==> src/clk_presc_pkg.sv <==
// constants for the system clock and prescaler block
// assumes a single 100 MHz reference clock domain
package clk_presc_pkg;
  localparam int unsigned CLK_MHZ = 100;
  localparam int unsigned SETTLE_US = 500;
  localparam int unsigned SETTLE_CYCLES = SETTLE_US * CLK_MHZ;
  localparam int unsigned RESW_CYCLES = 10;
  localparam int unsigned DUTY_MIN_MHZ = 5;
  localparam int unsigned PRESC_W = 12;
  localparam int unsigned CNT_W = 16;
  localparam int unsigned PER_W = 8;
  localparam logic [PRESC_W-1:0] PRESC_RST = 12'h000;
  localparam logic [CNT_W-1:0] CNT_ZERO = 16'h0000;
  localparam logic [CNT_W-1:0] CNT_ONE = 16'h0001;
  localparam logic [PER_W-1:0] PER_ZERO = 8'h00;
  localparam logic [PER_W-1:0] PER_ONE = 8'h01;
  // period at 5 MHz in reference cycles
  localparam logic [PER_W-1:0] DUTY_PER_LIM =
    PER_W'(CLK_MHZ / DUTY_MIN_MHZ);
endpackage : clk_presc_pkg

==> src/presc_counter.sv <==
// free running prescaler counter, advanced by peripheral clock ticks
// assumes tick is a one-cycle pulse in the system clock domain
`timescale 1ns/1ps
module presc_counter
  import clk_presc_pkg::*;
(
  input wire logic i_sys_clk,
  input wire logic i_rst_n,
  input wire logic i_tick,
  output logic [PRESC_W-1:0] o_taps
);
  logic [PRESC_W-1:0] cnt_reg;
  logic [PRESC_W-1:0] cnt_next;

  always_comb begin
    cnt_next = cnt_reg;
    if (i_tick) begin
      cnt_next = cnt_reg + PRESC_W'(1);
    end
  end

  always_ff @(posedge i_sys_clk or negedge i_rst_n) begin
    if (!i_rst_n) begin
      cnt_reg <= PRESC_RST;
    end else begin
      cnt_reg <= cnt_next;
    end
  end

  // stage k toggles at periph / 2^(k+1)
  assign o_taps = cnt_reg;
endmodule : presc_counter

==> src/system_clock_prescaler.sv <==
// system clock forming, peripheral halving and prescaler taps
// assumes ext clock input is sampled synchronously to i_sys_clk
`timescale 1ns/1ps
module system_clock_prescaler
  import clk_presc_pkg::*;
#(
  parameter int unsigned SETTLE_CNT = SETTLE_CYCLES
)
(
  input wire logic i_sys_clk,
  input wire logic i_nrst,
  input wire logic i_ext_clock_in,
  input wire logic i_chip_init_pin_n,
  input wire logic i_clock_halving_select,
  output logic o_crystal_drive_out,
  output logic o_sys_clk_tick,
  output logic o_sys_clk_level,
  output logic o_periph_tick,
  output logic o_clock_valid,
  output logic o_duty_active,
  output logic [PRESC_W-1:0] o_presc_taps
);
  typedef enum logic [2:0] {
    ST_WAIT = 3'b001,
    ST_SETTLE = 3'b010,
    ST_VALID = 3'b100
  } settle_state_t;

  function automatic logic [CNT_W-1:0] inc_sat(input logic [CNT_W-1:0] v);
    inc_sat = (v == {CNT_W{1'b1}}) ? v : v + CNT_ONE;
  endfunction : inc_sat

  logic rst_s1_reg;
  logic rst_s2_reg;
  logic rst_n;

  always_ff @(posedge i_sys_clk or negedge i_nrst) begin
    if (!i_nrst) begin
      rst_s1_reg <= 1'b0;
      rst_s2_reg <= 1'b0;
    end else begin
      rst_s1_reg <= 1'b1;
      rst_s2_reg <= rst_s1_reg;
    end
  end
  assign rst_n = rst_s2_reg;

  // edge detect and period measurement of the ext clock
  logic ext_d_reg;
  logic ext_d_next;
  logic [PER_W-1:0] per_cnt_reg;
  logic [PER_W-1:0] per_cnt_next;
  logic [PER_W-1:0] per_len_reg;
  logic [PER_W-1:0] per_len_next;
  logic [PER_W-1:0] phase_reg;
  logic [PER_W-1:0] phase_next;
  logic sys_lvl_reg;
  logic sys_lvl_next;
  logic duty_reg;
  logic duty_next;
  logic rise;

  assign rise = i_ext_clock_in & ~ext_d_reg;

  always_comb begin
    ext_d_next = i_ext_clock_in;
    per_cnt_next = per_cnt_reg;
    per_len_next = per_len_reg;
    phase_next = phase_reg + PER_ONE;
    duty_next = duty_reg;
    sys_lvl_next = i_ext_clock_in;
    if (per_cnt_reg != {PER_W{1'b1}}) begin
      per_cnt_next = per_cnt_reg + PER_ONE;
    end
    if (rise) begin
      per_len_next = per_cnt_reg + PER_ONE;
      per_cnt_next = PER_ZERO;
      phase_next = PER_ZERO;
      duty_next = per_cnt_reg < DUTY_PER_LIM;
    end
    if (duty_reg) begin
      // high for first half of the measured period
      sys_lvl_next = rise | (phase_next < (per_len_reg >> 1));
    end
  end

  always_ff @(posedge i_sys_clk or negedge rst_n) begin
    if (!rst_n) begin
      ext_d_reg <= 1'b1; // idle level of the pin, no false edge
      per_cnt_reg <= PER_ZERO;
      per_len_reg <= PER_ZERO;
      phase_reg <= PER_ZERO;
      sys_lvl_reg <= 1'b0;
      duty_reg <= 1'b0;
    end else begin
      ext_d_reg <= ext_d_next;
      per_cnt_reg <= per_cnt_next;
      per_len_reg <= per_len_next;
      phase_reg <= phase_next;
      sys_lvl_reg <= sys_lvl_next;
      duty_reg <= duty_next;
    end
  end

  // settle supervision
  settle_state_t st_reg;
  settle_state_t st_next;
  logic [CNT_W-1:0] settle_reg;
  logic [CNT_W-1:0] settle_next;

  always_comb begin
    st_next = st_reg;
    settle_next = settle_reg;
    case (st_reg)
      ST_WAIT: begin
        settle_next = CNT_ZERO;
        if (rise) begin
          st_next = ST_SETTLE;
        end
      end
      ST_SETTLE: begin
        if (rise) begin
          settle_next = inc_sat(settle_reg);
        end
        if (32'(settle_reg) >= SETTLE_CNT) begin
          st_next = ST_VALID;
        end
      end
      ST_VALID: begin
        st_next = ST_VALID;
      end
      default: begin
        st_next = ST_WAIT;
        settle_next = CNT_ZERO;
      end
    endcase
  end

  // settle state, cleared only by reset
  always_ff @(posedge i_sys_clk or negedge rst_n) begin
    if (!rst_n) begin
      st_reg <= ST_WAIT;
      settle_reg <= CNT_ZERO;
    end else begin
      st_reg <= st_next;
      settle_reg <= settle_next;
    end
  end

  // peripheral tick: every rise or every other rise
  logic half_reg;
  logic half_next;
  logic per_tick_reg;
  logic per_tick_next;
  logic valid;
  logic run;

  assign valid = (st_reg == ST_VALID);
  assign run = valid & i_chip_init_pin_n;

  always_comb begin
    half_next = half_reg;
    per_tick_next = 1'b0;
    if (run && rise) begin
      half_next = ~half_reg;
      per_tick_next = i_clock_halving_select ? half_reg : 1'b1;
    end
  end

  always_ff @(posedge i_sys_clk or negedge rst_n) begin
    if (!rst_n) begin
      half_reg <= 1'b0;
      per_tick_reg <= 1'b0;
    end else begin
      half_reg <= half_next;
      per_tick_reg <= per_tick_next;
    end
  end

  presc_counter u_presc (
    .i_sys_clk(i_sys_clk),
    .i_rst_n(rst_n),
    .i_tick(per_tick_reg),
    .o_taps(o_presc_taps)
  );

  logic sys_tick_reg;
  logic sys_tick_next;

  always_comb begin
    sys_tick_next = run & rise;
  end

  always_ff @(posedge i_sys_clk or negedge rst_n) begin
    if (!rst_n) begin
      sys_tick_reg <= 1'b0;
    end else begin
      sys_tick_reg <= sys_tick_next;
    end
  end

  // level output, held low until the clock is confirmed
  logic lvl_out_reg;
  logic lvl_out_next;

  always_comb begin
    lvl_out_next = sys_lvl_reg & valid;
  end

  always_ff @(posedge i_sys_clk or negedge rst_n) begin
    if (!rst_n) begin
      lvl_out_reg <= 1'b0;
    end else begin
      lvl_out_reg <= lvl_out_next;
    end
  end

  // crystal drive unused with ext clock, held low (external high in standby)
  assign o_crystal_drive_out = 1'b0;
  assign o_sys_clk_tick = sys_tick_reg;
  assign o_sys_clk_level = lvl_out_reg;
  assign o_periph_tick = per_tick_reg;
  assign o_clock_valid = valid;
  assign o_duty_active = duty_reg;
endmodule : system_clock_prescaler

==> config.mk <==
export PLATFORM = sky130hd
export DESIGN_NAME = system_clock_prescaler
export DESIGN_NICKNAME = d
export VERILOG_FILES = /design/src/clk_presc_pkg.sv /design/src/presc_counter.sv /design/src/system_clock_prescaler.sv
export SDC_FILE = /design/constraint.sdc
export NUM_CORES = 1
export LEC_CHECK = 0
export BUFFER_PORTS_ARGS = -buffer_cell sky130_fd_sc_hd__buf_2
export CORE_UTILIZATION = 60
export CTS_CLUSTER_DIAMETER = 50
export DETAILED_ROUTE_END_ITERATION = 6
export GPL_TIMING_DRIVEN = 0
export PLACE_DENSITY = 0.79
export SKIP_CTS_REPAIR_TIMING = 1
export SLEW_MARGIN = 40
export SYNTH_ARGS = -nofsm -noshare
export SYNTH_HDL_FRONTEND = slang
export SYNTH_SLANG_ARGS = --single-unit
==> constraint.sdc <==
create_clock -name i_sys_clk -period 2.13 [get_ports i_sys_clk]
set_input_delay 0.426 -clock i_sys_clk [delete_from_list [all_inputs] [get_ports i_sys_clk]]
set_output_delay 0.426 -clock i_sys_clk [all_outputs]
set_load 0.1 [all_outputs]
==> key figures, run 1 <==
Outcome
  • Status: finished clean

Die
  • Row Count: 25
  • Starting Density: 0.6415
  • Die area: 5476 um2
  • Die X: approximately 74 um
  • Chip height: approximately 74 um
  • # IOs: 23
  • CORE AREA: approximately 4800 um2

Worst hold path
  • Worst hold-check path type: register to async pin

Run
  • MaxCap Viol Count: 0

Drt
  • Post-DR wirelength/cell: 13.95 um
  • Vias/cell: 5.758
  • Post-route ant nets: 0
  • Via count: 2,384
  • Final WL: 5.774 mm
  • TritonRoute pass-1 iters: 4
  • DR iter-0 viols: 105
  • # DRC: 0

Yosys
  • Cell taking the most area after synthesis: dfrtp_1
  • Syn Area/Cell: 10.07 um2
  • Post-synth ARST share: 1.000
  • Syn. warnings: 0
  • Number of synthesized flops with an enable pin: 0
  • Main flop type after synthesis: dfrtp_1
  • Yosys reg bits: 63
  • Sequential fraction of the synthesis area: 0.5076
  • Share of the synthesized area in the top cell type: 0.4907
  • Top post-synthesis cells by count: 61 x dfrtp_1, 33 x nand2_1, 21 x a21oi_1, 17 x nand3_1, 16 x nor2_1
  • Syn Inst Count: 309
  • Top cells by area, synth: dfrtp_1 49%, ha_1 4.4%, xnor2_1 4.2%, nand2_1 4.0%, a21oi_1 3.4%
  • Syn_nets: approximately 330
  • Most common cell in the netlist: dfrtp_1
  • Post-synth cell types: 49
  • Synth Cell Area: ~3100 um2

Cells and area
  • Share of layout cells above drive strength 1: 0.1671
  • Layout net count: about 360
  • Layout area overhead: 14.04%
  • Final core utilization: 0.7316
  • Max reg flops: 16
  • # fillers: 351
  • Design Area, Final: 3547 um2
  • Antenna Cells: 0

Worst setup path
  • CP max FO: 14
  • RR Startpoint: ext_d_reg$_DFF_PN1_
  • Critical Path End Type: register
  • Worst Path Arrival: 2.25 ns
  • CP peak stage delay: 0.53 ns
  • Worst setup path endpoint: sys_lvl_reg$_DFF_PN0_
  • CP Class: register to register
  • Critical-path top delay cell: dfstp_2
  • FF-to-FF path depth: 7
  • RR Endpoint: sys_lvl_reg$_DFF_PN0_
  • Critical-path cell list: and2b_4 -> buf_2 -> nor2_1 -> ha_1 -> a21oi_1 -> o221ai_1 -> o31ai_1
  • R2R Setup Slk: 0.12 ns
  • CP Launch Type: register
  • CP required: 2.37 ns
  • CP startpoint: ext_d_reg$_DFF_PN1_

Place
  • Placed Instance Area: roughly 3300 um2
  • Gpl congestion: 0.8680
  • I/O Buffers: 21
  • Final HPWL DP: 4.103 mm

Pwr
  • Power per cell area: 822.5 nW/um2
  • Clk pwr share: 0.343
  • Peak VDD IR: 0.5850 mV
  • Sequential power share: 0.506
  • Leak Pwr: 1.597 nW
  • Pwr Total: 2.918 mW
  • Int Pwr: 2.078 mW
  • Sw Pwr: 839.2 uW
  • Combinational share of power: 0.151
  • Switching Share: 0.2877

Global routing
  • GRT Overall Usage: 0.2400
  • Grt ovf: 0
  • Vias in the first global route: about 2,200
  • Largest net degree at the start of global routing: 42
  • First-pass GRT wire length: 9.777 mm
  • Initial antenna violation count: 0

STA
  • Final setup viols: 0
  • Clk_skew: about 0.0032 ns
  • Max Clk Rate: 496.3 MHz
  • RSZ-0062 raised after global routing: no
  • Final Critical Period: 2.015 ns
  • Tcrit/Tclk final: 0.9459
  • Post-route setup TNS: 0 ns
  • Hold Vio Cnt, Final: 0
  • Slew Viols, Final: 0

Clock tree
  • Clock Sinks: 63
  • TritonCTS Buffers: 9
  • Worst-Skew Late Latency: 0.33 ns
  • H-Tree Depth: 3
  • Clk root buf: clkbuf_8
  • CTS max path bufs: 2
  • Reg clk slew, reported paths: 0.07 ns
  • CTS tree: yes
kinds of logic (layout without fill, tap and decap cells):
| family | Yosys count | count (layout) | synth area share |
|---|---|---|---|
| muxes | 4 | 4 | 0.01327 |
| adders and majority gates | 11 | 11 | 0.04425 |
| xor gates and xnor gates | 25 | 25 | 0.07039 |
| DFF | 63 | 63 | 0.5076 |
| buffers and inverters | 25 | 63 | 0.03781 |
| AOI/OAI and AO/OA | 57 | 57 | 0.1130 |
| and+or+nand+nor | 122 | 122 | 0.2112 |
| other | 2 | 2 | 0.002414 |
placed cells by master, fill, tap and decap left out, types with 3 or more instances in the layout:
cell	n
dfrtp_1	60
nand2_1	33
buf_2	22
a21oi_1	21
nand3_1	17
inv_1	15
nor2_1	15
xnor2_1	15
clkbuf_8	14
o21ai_0	11
ha_1	11
xor2_1	10
o31ai_1	10
nand4_1	8
nor3_1	7
and3_1	6
or4_1	6
or3_1	4
o211ai_1	4
clkbuf_1	4
or4_2	4
o21a_1	3
nor4_1	3
mux2i_1	3
per-stage QoR:
step                      instances  setup slack, ns  hold slack, ns
final                           414           0.1152          0.2133
after global routing            414        0.0009441          0.2200
after CTS                       414          -0.4328         -0.1536
after detailed placement        398          -0.5774          0.2121
after global placement          397          -0.5304          0.2103
after floorplan                 309          0.02842          0.1304
layer usage:
| layer | track usage | routed length, um | vias to the layer above |
|---|---|---|---|
| met2 | 0.3616 | 2635 | 41 |
| met5 | 0 | 0 | - |
| met1 | 0.3318 | 2841 | 1155 |
| met3 | 0.04607 | 186 | 8 |
| met4 | 0.1261 | 110 | 0 |
| li1 | - | - | 1180 |
worst min path at each step:
stage	to	startpoint
global route	ext_d_reg$_DFF_PN1_	i_ext_clock_in
floorplan	rst_n$_DFF_PN0_	i_nrst
CTS	rst_n$_DFF_PN0_	i_nrst
detailed placement	rst_s1_reg$_DFF_PN0_	i_nrst
global placement	rst_s1_reg$_DFF_PN0_	i_nrst
finish	per_cnt_reg[0]$_DFFE_PN0P_	rst_n$_DFF_PN0_
critical path, delay by kind of cell, from the launching register on:
kind,cells,cell delay (ns)
compound gates,3,0.49
fa+ha+maj,1,0.27
buf+inv,1,0.21
flops,1,0.53
simple gates,2,0.41
area by class of cell:
cell class | count | area [um2] | area share
Tap cell | 67 | 83.83 | 0.02363
Inverter | 15 | 56.30 | 0.01587
Sequential cell | 63 | 1583 | 0.4462
Clock buffer | 14 | 182.7 | 0.05150
Clock inverter | 2 | 12.51 | 0.003527
Buffer | 9 | 58.81 | 0.01658
Timing Repair Buffer | 23 | 145.1 | 0.04092
Multi-Input combinational cell | 221 | 1425 | 0.4018
power groups by stage:
stage,Combinational [mW],Clock (mW),Sequential (mW)
2_1_floorplan,0.323,0,1.49
3_3_place_gp,0.398,0,1.51
3_5_place_dp,0.436,0,1.50
4_1_cts,0.441,1.02,1.48
5_1_grt,0.516,1.06,1.50
6_report,0.439,1.00,1.48
No activity file was read; power rests on OpenSTA's default activity.
==> run 2, diff against run 1 <==
- CORE_UTILIZATION: 60 -> 45
- CTS_CLUSTER_SIZE: not set -> 28
- PLACE_DENSITY: 0.79 -> 0.62
==> run 2 against run 1 <==
Routed wire length rose by 2.5%. Via count fell by 2.3%. Critical path type is now register to output port. Non-clock buffer count did not move. Design area rose by 0.63%. Combinational power rose by 2%. Highest routed layer unchanged. Largest cell class unchanged.
==> key figures, run 2 (synthesis results as in run 1) <==
Outcome
  • Status: finished clean

Die
  • Row Count: 29 (+16%)
  • Starting Density: 0.4789 (-0.1626)
  • CORE AREA: 6495 um2 (+34%)
  • Die X: 85.14 um (+15%)
  • Die area: 7249 um2 (+32%)
  • Chip height: 85.14 um (+15%)
  • # IOs: 23 (unchanged)

Cells and area
  • Commonest non-fill, non-tap cell in the layout: dfrtp_1
  • Final core utilization: 0.5496 (-0.1820)
  • # fillers: 602 (+72%)
  • Layout area overhead: 14.76%
  • Layout net count: 358 (unchanged)
  • Antenna Cells: 0 (unchanged)
  • Max reg flops: 16 (unchanged)
  • Design Area, Final: 3570 um2 (+0.63%)
  • Commonest non-fill, non-tap cells in the layout: 60 x dfrtp_1, 33 x nand2_1, 21 x buf_2, 20 x a21oi_1, 17 x nand3_1
  • Share of layout cells above drive strength 1: 0.1734 (+0.006263)

Clock tree
  • CTS max path bufs: 2 (unchanged)
  • H-Tree Depth: 3 (unchanged)
  • Reg clk slew, reported paths: 0.07 ns (about the same)
  • Worst-Skew Late Latency: 0.34 ns (about the same)
  • TritonCTS Buffers: 9 (unchanged)
  • CTS tree: yes
  • Clk root buf: clkbuf_8
  • Clock Sinks: 63 (unchanged)

Worst setup path
  • Critical Path End Type: output port
  • Worst Path Arrival: 1.66 ns (-0.59 ns)
  • CP max FO: 6 (-8)
  • CP Class: register to output port
  • CP Launch Type: register
  • CP required: 1.70 ns (-0.67 ns)

STA
  • Worst setup margin: 0.04804 ns (-0.06719 ns)
  • Final Critical Period: 2.082 ns (+0.06719 ns)
  • Hold Vio Cnt, Final: 0 (unchanged)
  • Worst hold margin: 0.2160 ns (+0.002698 ns)
  • Tcrit/Tclk final: 0.9774 (+0.03154)
  • Clk_skew: 0.007305 ns (+0.004103 ns)
  • Slew Viols, Final: 0 (unchanged)
  • RSZ-0062 raised after global routing: yes
  • Max Clk Rate: 480.3 MHz (-3.2%)
  • Final setup viols: 0 (unchanged)

Place
  • Worst Setup Slack post-DPL: -0.5559 ns (+0.02149 ns)
  • Placed Instance Area: 3336 um2 (+0.38%)
  • Final HPWL DP: 4.225 mm (+3.0%)
  • Gpl congestion: 0.8249 (-5.0%)
  • I/O Buffers: 21 (unchanged)

Drt
  • Post-route ant nets: 0 (unchanged)
  • # DRC: 0 (unchanged)
  • DR iter-0 viols: 124 (+18%)
  • Final WL: 5.920 mm (+2.5%)
  • Vias/cell: 5.504 (-4.4%)
  • Via count: 2,328 (-2.3%)
  • TritonRoute pass-1 iters: 4 (unchanged)
  • Post-DR wirelength/cell: 14.00 um (+0.35%)

Pwr
  • Leak Pwr: 1.594 nW (-0.18%)
  • Pwr Total: 2.963 mW (+1.6%)
  • Power per cell area: 830.1 nW/um2 (+0.93%)
  • Peak VDD IR: 0.3872 mV (-34%)

Global routing
  • Initial antenna violation count: 0 (unchanged)
  • GRT Overall Usage: 0.1855 (-0.05454)
  • Vias in the first global route: 2,293 (+5.1%)
  • Largest net degree at the start of global routing: 39 (-7.1%)
  • First-pass GRT wire length: 10.49 mm (+7.3%)
  • Grt ovf: 0 (unchanged)

Worst hold path
  • Worst hold-check path type: input pin to register

Run
  • MaxCap Viol Count: 0 (unchanged)
## run 2: power by group
group | leakage (nW) | total, mW | switching (mW) | internal (mW)
Combinational | 0.673 | 0.448 | 0.245 | 0.203
Sequential | 0.822 | 1.48 | 0.144 | 1.33
Clock | 0.0985 | 1.04 | 0.440 | 0.596
Total | 1.59 | 2.96 | 0.830 | 2.13
## run 2: through the flow
stage                     setup TNS, ns  cells
after global placement           -30.25    407
after floorplan                       0    309
final                                 0    423
after global routing           -0.04029    423
after CTS                       -0.6632    423
after detailed placement        -0.5559    408
## run 2: worst paths after layout
kind,start,depth (start not counted),slack [ns],to
max,st_reg[1]$_DFFE_PN0P_,3,0.05,o_clock_valid
min,i_ext_clock_in,1,0.22,ext_d_reg$_DFF_PN1_
max reg2reg,ext_d_reg$_DFF_PN1_,7,0.11,sys_lvl_reg$_DFF_PN0_
min reg2reg,rst_n$_DFF_PN0_,0,0.24,settle_reg[1]$_DFFE_PN0P_
max in group asynchronous,rst_n$_DFF_PN0_,1,1.33,ext_d_reg$_DFF_PN1_
min in group asynchronous,rst_n$_DFF_PN0_,0,0.24,settle_reg[1]$_DFFE_PN0P_
## run 2: layer usage
layer  vias to the layer above  part of all wire  track usage
met2                        36              0.44       0.2815
met4                         0             0.023       0.1063
met3                         8             0.033      0.03405
met1                      1116              0.50       0.2506
met5                         -                 0            0
li1                       1168                 -            -
## run 2: area by class of cell
cell class	count	area, um2	share of cell area
clock buffers	12	155.1	0.04346
multi-input cells	221	1425	0.3992
clock inverters	3	42.54	0.01192
plain buffers	9	61.31	0.01717
flip-flops and latches	63	1583	0.4434
well taps	77	96.34	0.02699
repair buffers	23	150.1	0.04206
inverters	15	56.30	0.01577
## run 2: critical path: stages, from the launching register on
cell,delay [ns]
dfrtp_1,0.43
or3b_2,0.57
inv_2,0.14
buf_12,0.18
==> run 3, diff against run 2 <==
==> constraint.sdc (replaced) <==
create_clock -name i_sys_clk -period 2.13 [get_ports i_sys_clk]
set_input_delay 0.1065 -clock i_sys_clk [delete_from_list [all_inputs] [get_ports i_sys_clk]]
set_output_delay 0.1065 -clock i_sys_clk [all_outputs]
set_load 0.1 [all_outputs]
==> run 3 against run 2 <==
Largest cell class unchanged. Non-clock buffer count grew 2. Via count grew 0.64%. Design area grew 0.49%. Critical endpoint unchanged. Hold slack lost 0.14 ns. First-iteration DRC count shrank 7.3%. Die area is the same. Flip-flop and latch count is the same.
==> key figures, run 3 (synthesis results as in run 1) <==
STA
  • Final Critical Period: 2.007 ns (-0.07490 ns)
  • Slew Viols, Final: 0 (unchanged)
  • Final setup viols: 0 (unchanged)
  • Tcrit/Tclk final: 0.9423 (-0.03516)
  • Clk_skew: 0.006867 ns (-0.0004375 ns)
  • RSZ-0062 raised after global routing: no
  • Worst setup margin: 0.1229 ns (+0.07490 ns)
  • Hold Vio Cnt, Final: 0 (unchanged)
  • Max Clk Rate: 498.2 MHz (+3.7%)

Worst setup path
  • Critical-path top delay cell: or3b_2
  • Critical-path cell list: or3b_2 -> inv_1 -> buf_2
  • Critical Path End Type: output port
  • CP Class: register to output port
  • CP peak stage delay: 0.56 ns (about the same)
  • CP Launch Type: register
  • CP required: 2.02 ns (+0.32 ns)
  • CP max FO: 6 (unchanged)
  • FF-to-FF path depth: 7 (unchanged)
  • Worst Path Arrival: 1.90 ns (+0.24 ns)

Drt
  • DR iter-0 viols: 115 (-7.3%)
  • Vias/cell: 5.513 (+0.17%)
  • Via count: 2,343 (+0.64%)
  • # DRC: 0 (unchanged)
  • TritonRoute pass-1 iters: 4 (unchanged)
  • Final WL: 5.902 mm (-0.30%)
  • Post-route ant nets: 0 (unchanged)
  • Post-DR wirelength/cell: 13.89 um (-0.77%)

Pwr
  • Clk pwr share: 0.348 (-0.002)
  • Peak VDD IR: 0.3880 mV (+0.21%)
  • Sequential power share: 0.500 (about the same)
  • Switching Share: 0.2785 (-0.001430)
  • Leak Pwr: 1.602 nW (+0.51%)
  • Power per cell area: 825.9 nW/um2 (-0.52%)
  • Sw Pwr: 825.2 uW (-0.54%)
  • Int Pwr: 2.137 mW (+0.17%)
  • Combinational share of power: 0.153 (+0.002)

Die
  • Chip height: 85.14 um (unchanged)
  • CORE AREA: 6495 um2 (unchanged)
  • Row Count: 29 (unchanged)
  • Die area: 7249 um2 (unchanged)
  • Die X: 85.14 um (unchanged)
  • Starting Density: 0.4789 (unchanged)
  • # IOs: 23 (unchanged)

Cells and area
  • Commonest non-fill, non-tap cells in the layout: 59 x dfrtp_1, 33 x nand2_1, 22 x buf_2, 20 x a21oi_1, 17 x nand3_1
  • Design Area, Final: 3587 um2 (+0.49%)
  • Max reg flops: 16 (unchanged)
  • Final core utilization: 0.5523 (+0.002697)
  • Commonest non-fill, non-tap cell in the layout: dfrtp_1
  • # fillers: 601 (-0.17%)
  • Layout net count: 360 (+0.56%)
  • Layout area overhead: 15.33%
  • Share of layout cells above drive strength 1: 0.1753 (+0.001877)
  • Antenna Cells: 0 (unchanged)

Global routing
  • Met1 Use GR: 0.2506 (unchanged)
  • Most utilized layer in the global route result: met2
  • Initial antenna violation count: 0 (unchanged)
  • Largest net degree at the start of global routing: 39 (unchanged)
  • Vias in the first global route: 2,293 (unchanged)
  • Grt ovf: 0 (unchanged)
  • Met3 GRT Util: 0.03405 (unchanged)
  • First-pass GRT wire length: 10.49 mm (unchanged)
  • GRT Overall Usage: 0.1855 (unchanged)
  • Met2 GRT Util: 0.2815 (unchanged)

Worst hold path
  • Worst hold-check path type: input pin to async pin

Run
  • MaxCap Viol Count: 0 (unchanged)

Clock tree
  • Worst-Skew Late Latency: 0.33 ns (about the same)
  • CTS tree: yes
  • Clock Sinks: 63 (unchanged)
  • Clk root buf: clkbuf_8
  • CTS max path bufs: 2 (unchanged)
  • Reg clk slew, reported paths: 0.07 ns (about the same)
  • H-Tree Depth: 3 (unchanged)
  • TritonCTS Buffers: 9 (unchanged)

Outcome
  • Status: finished clean

Place
  • Worst Setup Slack post-DPL: -0.4464 ns (+0.1095 ns)
  • I/O Buffers: 21 (unchanged)
  • Gpl congestion: 0.8249 (unchanged)
  • Final HPWL DP: 4.225 mm (unchanged)
  • Placed Instance Area: 3336 um2 (unchanged)
[run 3: worst paths after layout]
path / start / endpoint / slack (ns)
worst max-delay path: st_reg[1]$_DFFE_PN0P_ / o_clock_valid / 0.12
min in group i_sys_clk: i_chip_init_pin_n / o_sys_clk_tick$_DFF_PN0_ / 0.10
worst max register to register: settle_reg[0]$_DFFE_PN0P_ / settle_reg[0]$_DFFE_PN0P_ / 0.17
worst min register to register: rst_n$_DFF_PN0_ / settle_reg[1]$_DFFE_PN0P_ / 0.24
worst min-delay path: i_nrst / rst_n$_DFF_PN0_ / 0.07
max in group asynchronous: rst_n$_DFF_PN0_ / ext_d_reg$_DFF_PN1_ / 1.33
[run 3: layer usage]
| layer | wire length [um] | part of all wire |
|---|---|---|
| met1 | 2980 | 0.50 |
| met2 | 2663 | 0.45 |
| met3 | 178 | 0.030 |
| met4 | 79 | 0.013 |
| met5 | 0 | 0 |
[run 3: power by group through the flow]
stage | logic, mW | registers [mW] | clock network (mW)
floorplan | 0.323 | 1.49 | 0
global placement | 0.407 | 1.51 | 0
detailed placement | 0.430 | 1.50 | 0
finish | 0.452 | 1.48 | 1.03
global route | 0.514 | 1.50 | 1.12
CTS | 0.434 | 1.48 | 1.07
[run 3: worst max-delay path: cells and delay by family (launching register included)]
| kind | cells | cell delay [ns] |
|---|---|---|
| buffers and inverters | 2 | 0.58 |
| AND/OR/NAND/NOR | 1 | 0.56 |
| flip-flops | 1 | 0.43 |
[run 3: stage by stage]
step	instances	hold WS [ns]	power (mW)	setup TNS, ns
after detailed placement	408	-0.1075	1.932	-0.4464
after global routing	425	0.07418	3.132	0
after CTS	423	-0.4762	2.983	-0.4606
after floorplan	309	-0.1891	1.816	0
after global placement	407	-0.1083	1.916	-30.14
final	425	0.07406	2.962	0
[run 3: area by class of cell]
cell class,instances,area [um2],share of cell area
Clock inverter,3,42.54,0.01186
Inverter,15,56.30,0.01570
Tap cell,77,96.34,0.02686
Buffer,9,65.06,0.01814
Clock buffer,12,155.1,0.04325
Sequential cell,63,1584,0.4416
Multi-Input combinational cell,221,1433,0.3994
Timing Repair Buffer,25,155.1,0.04325
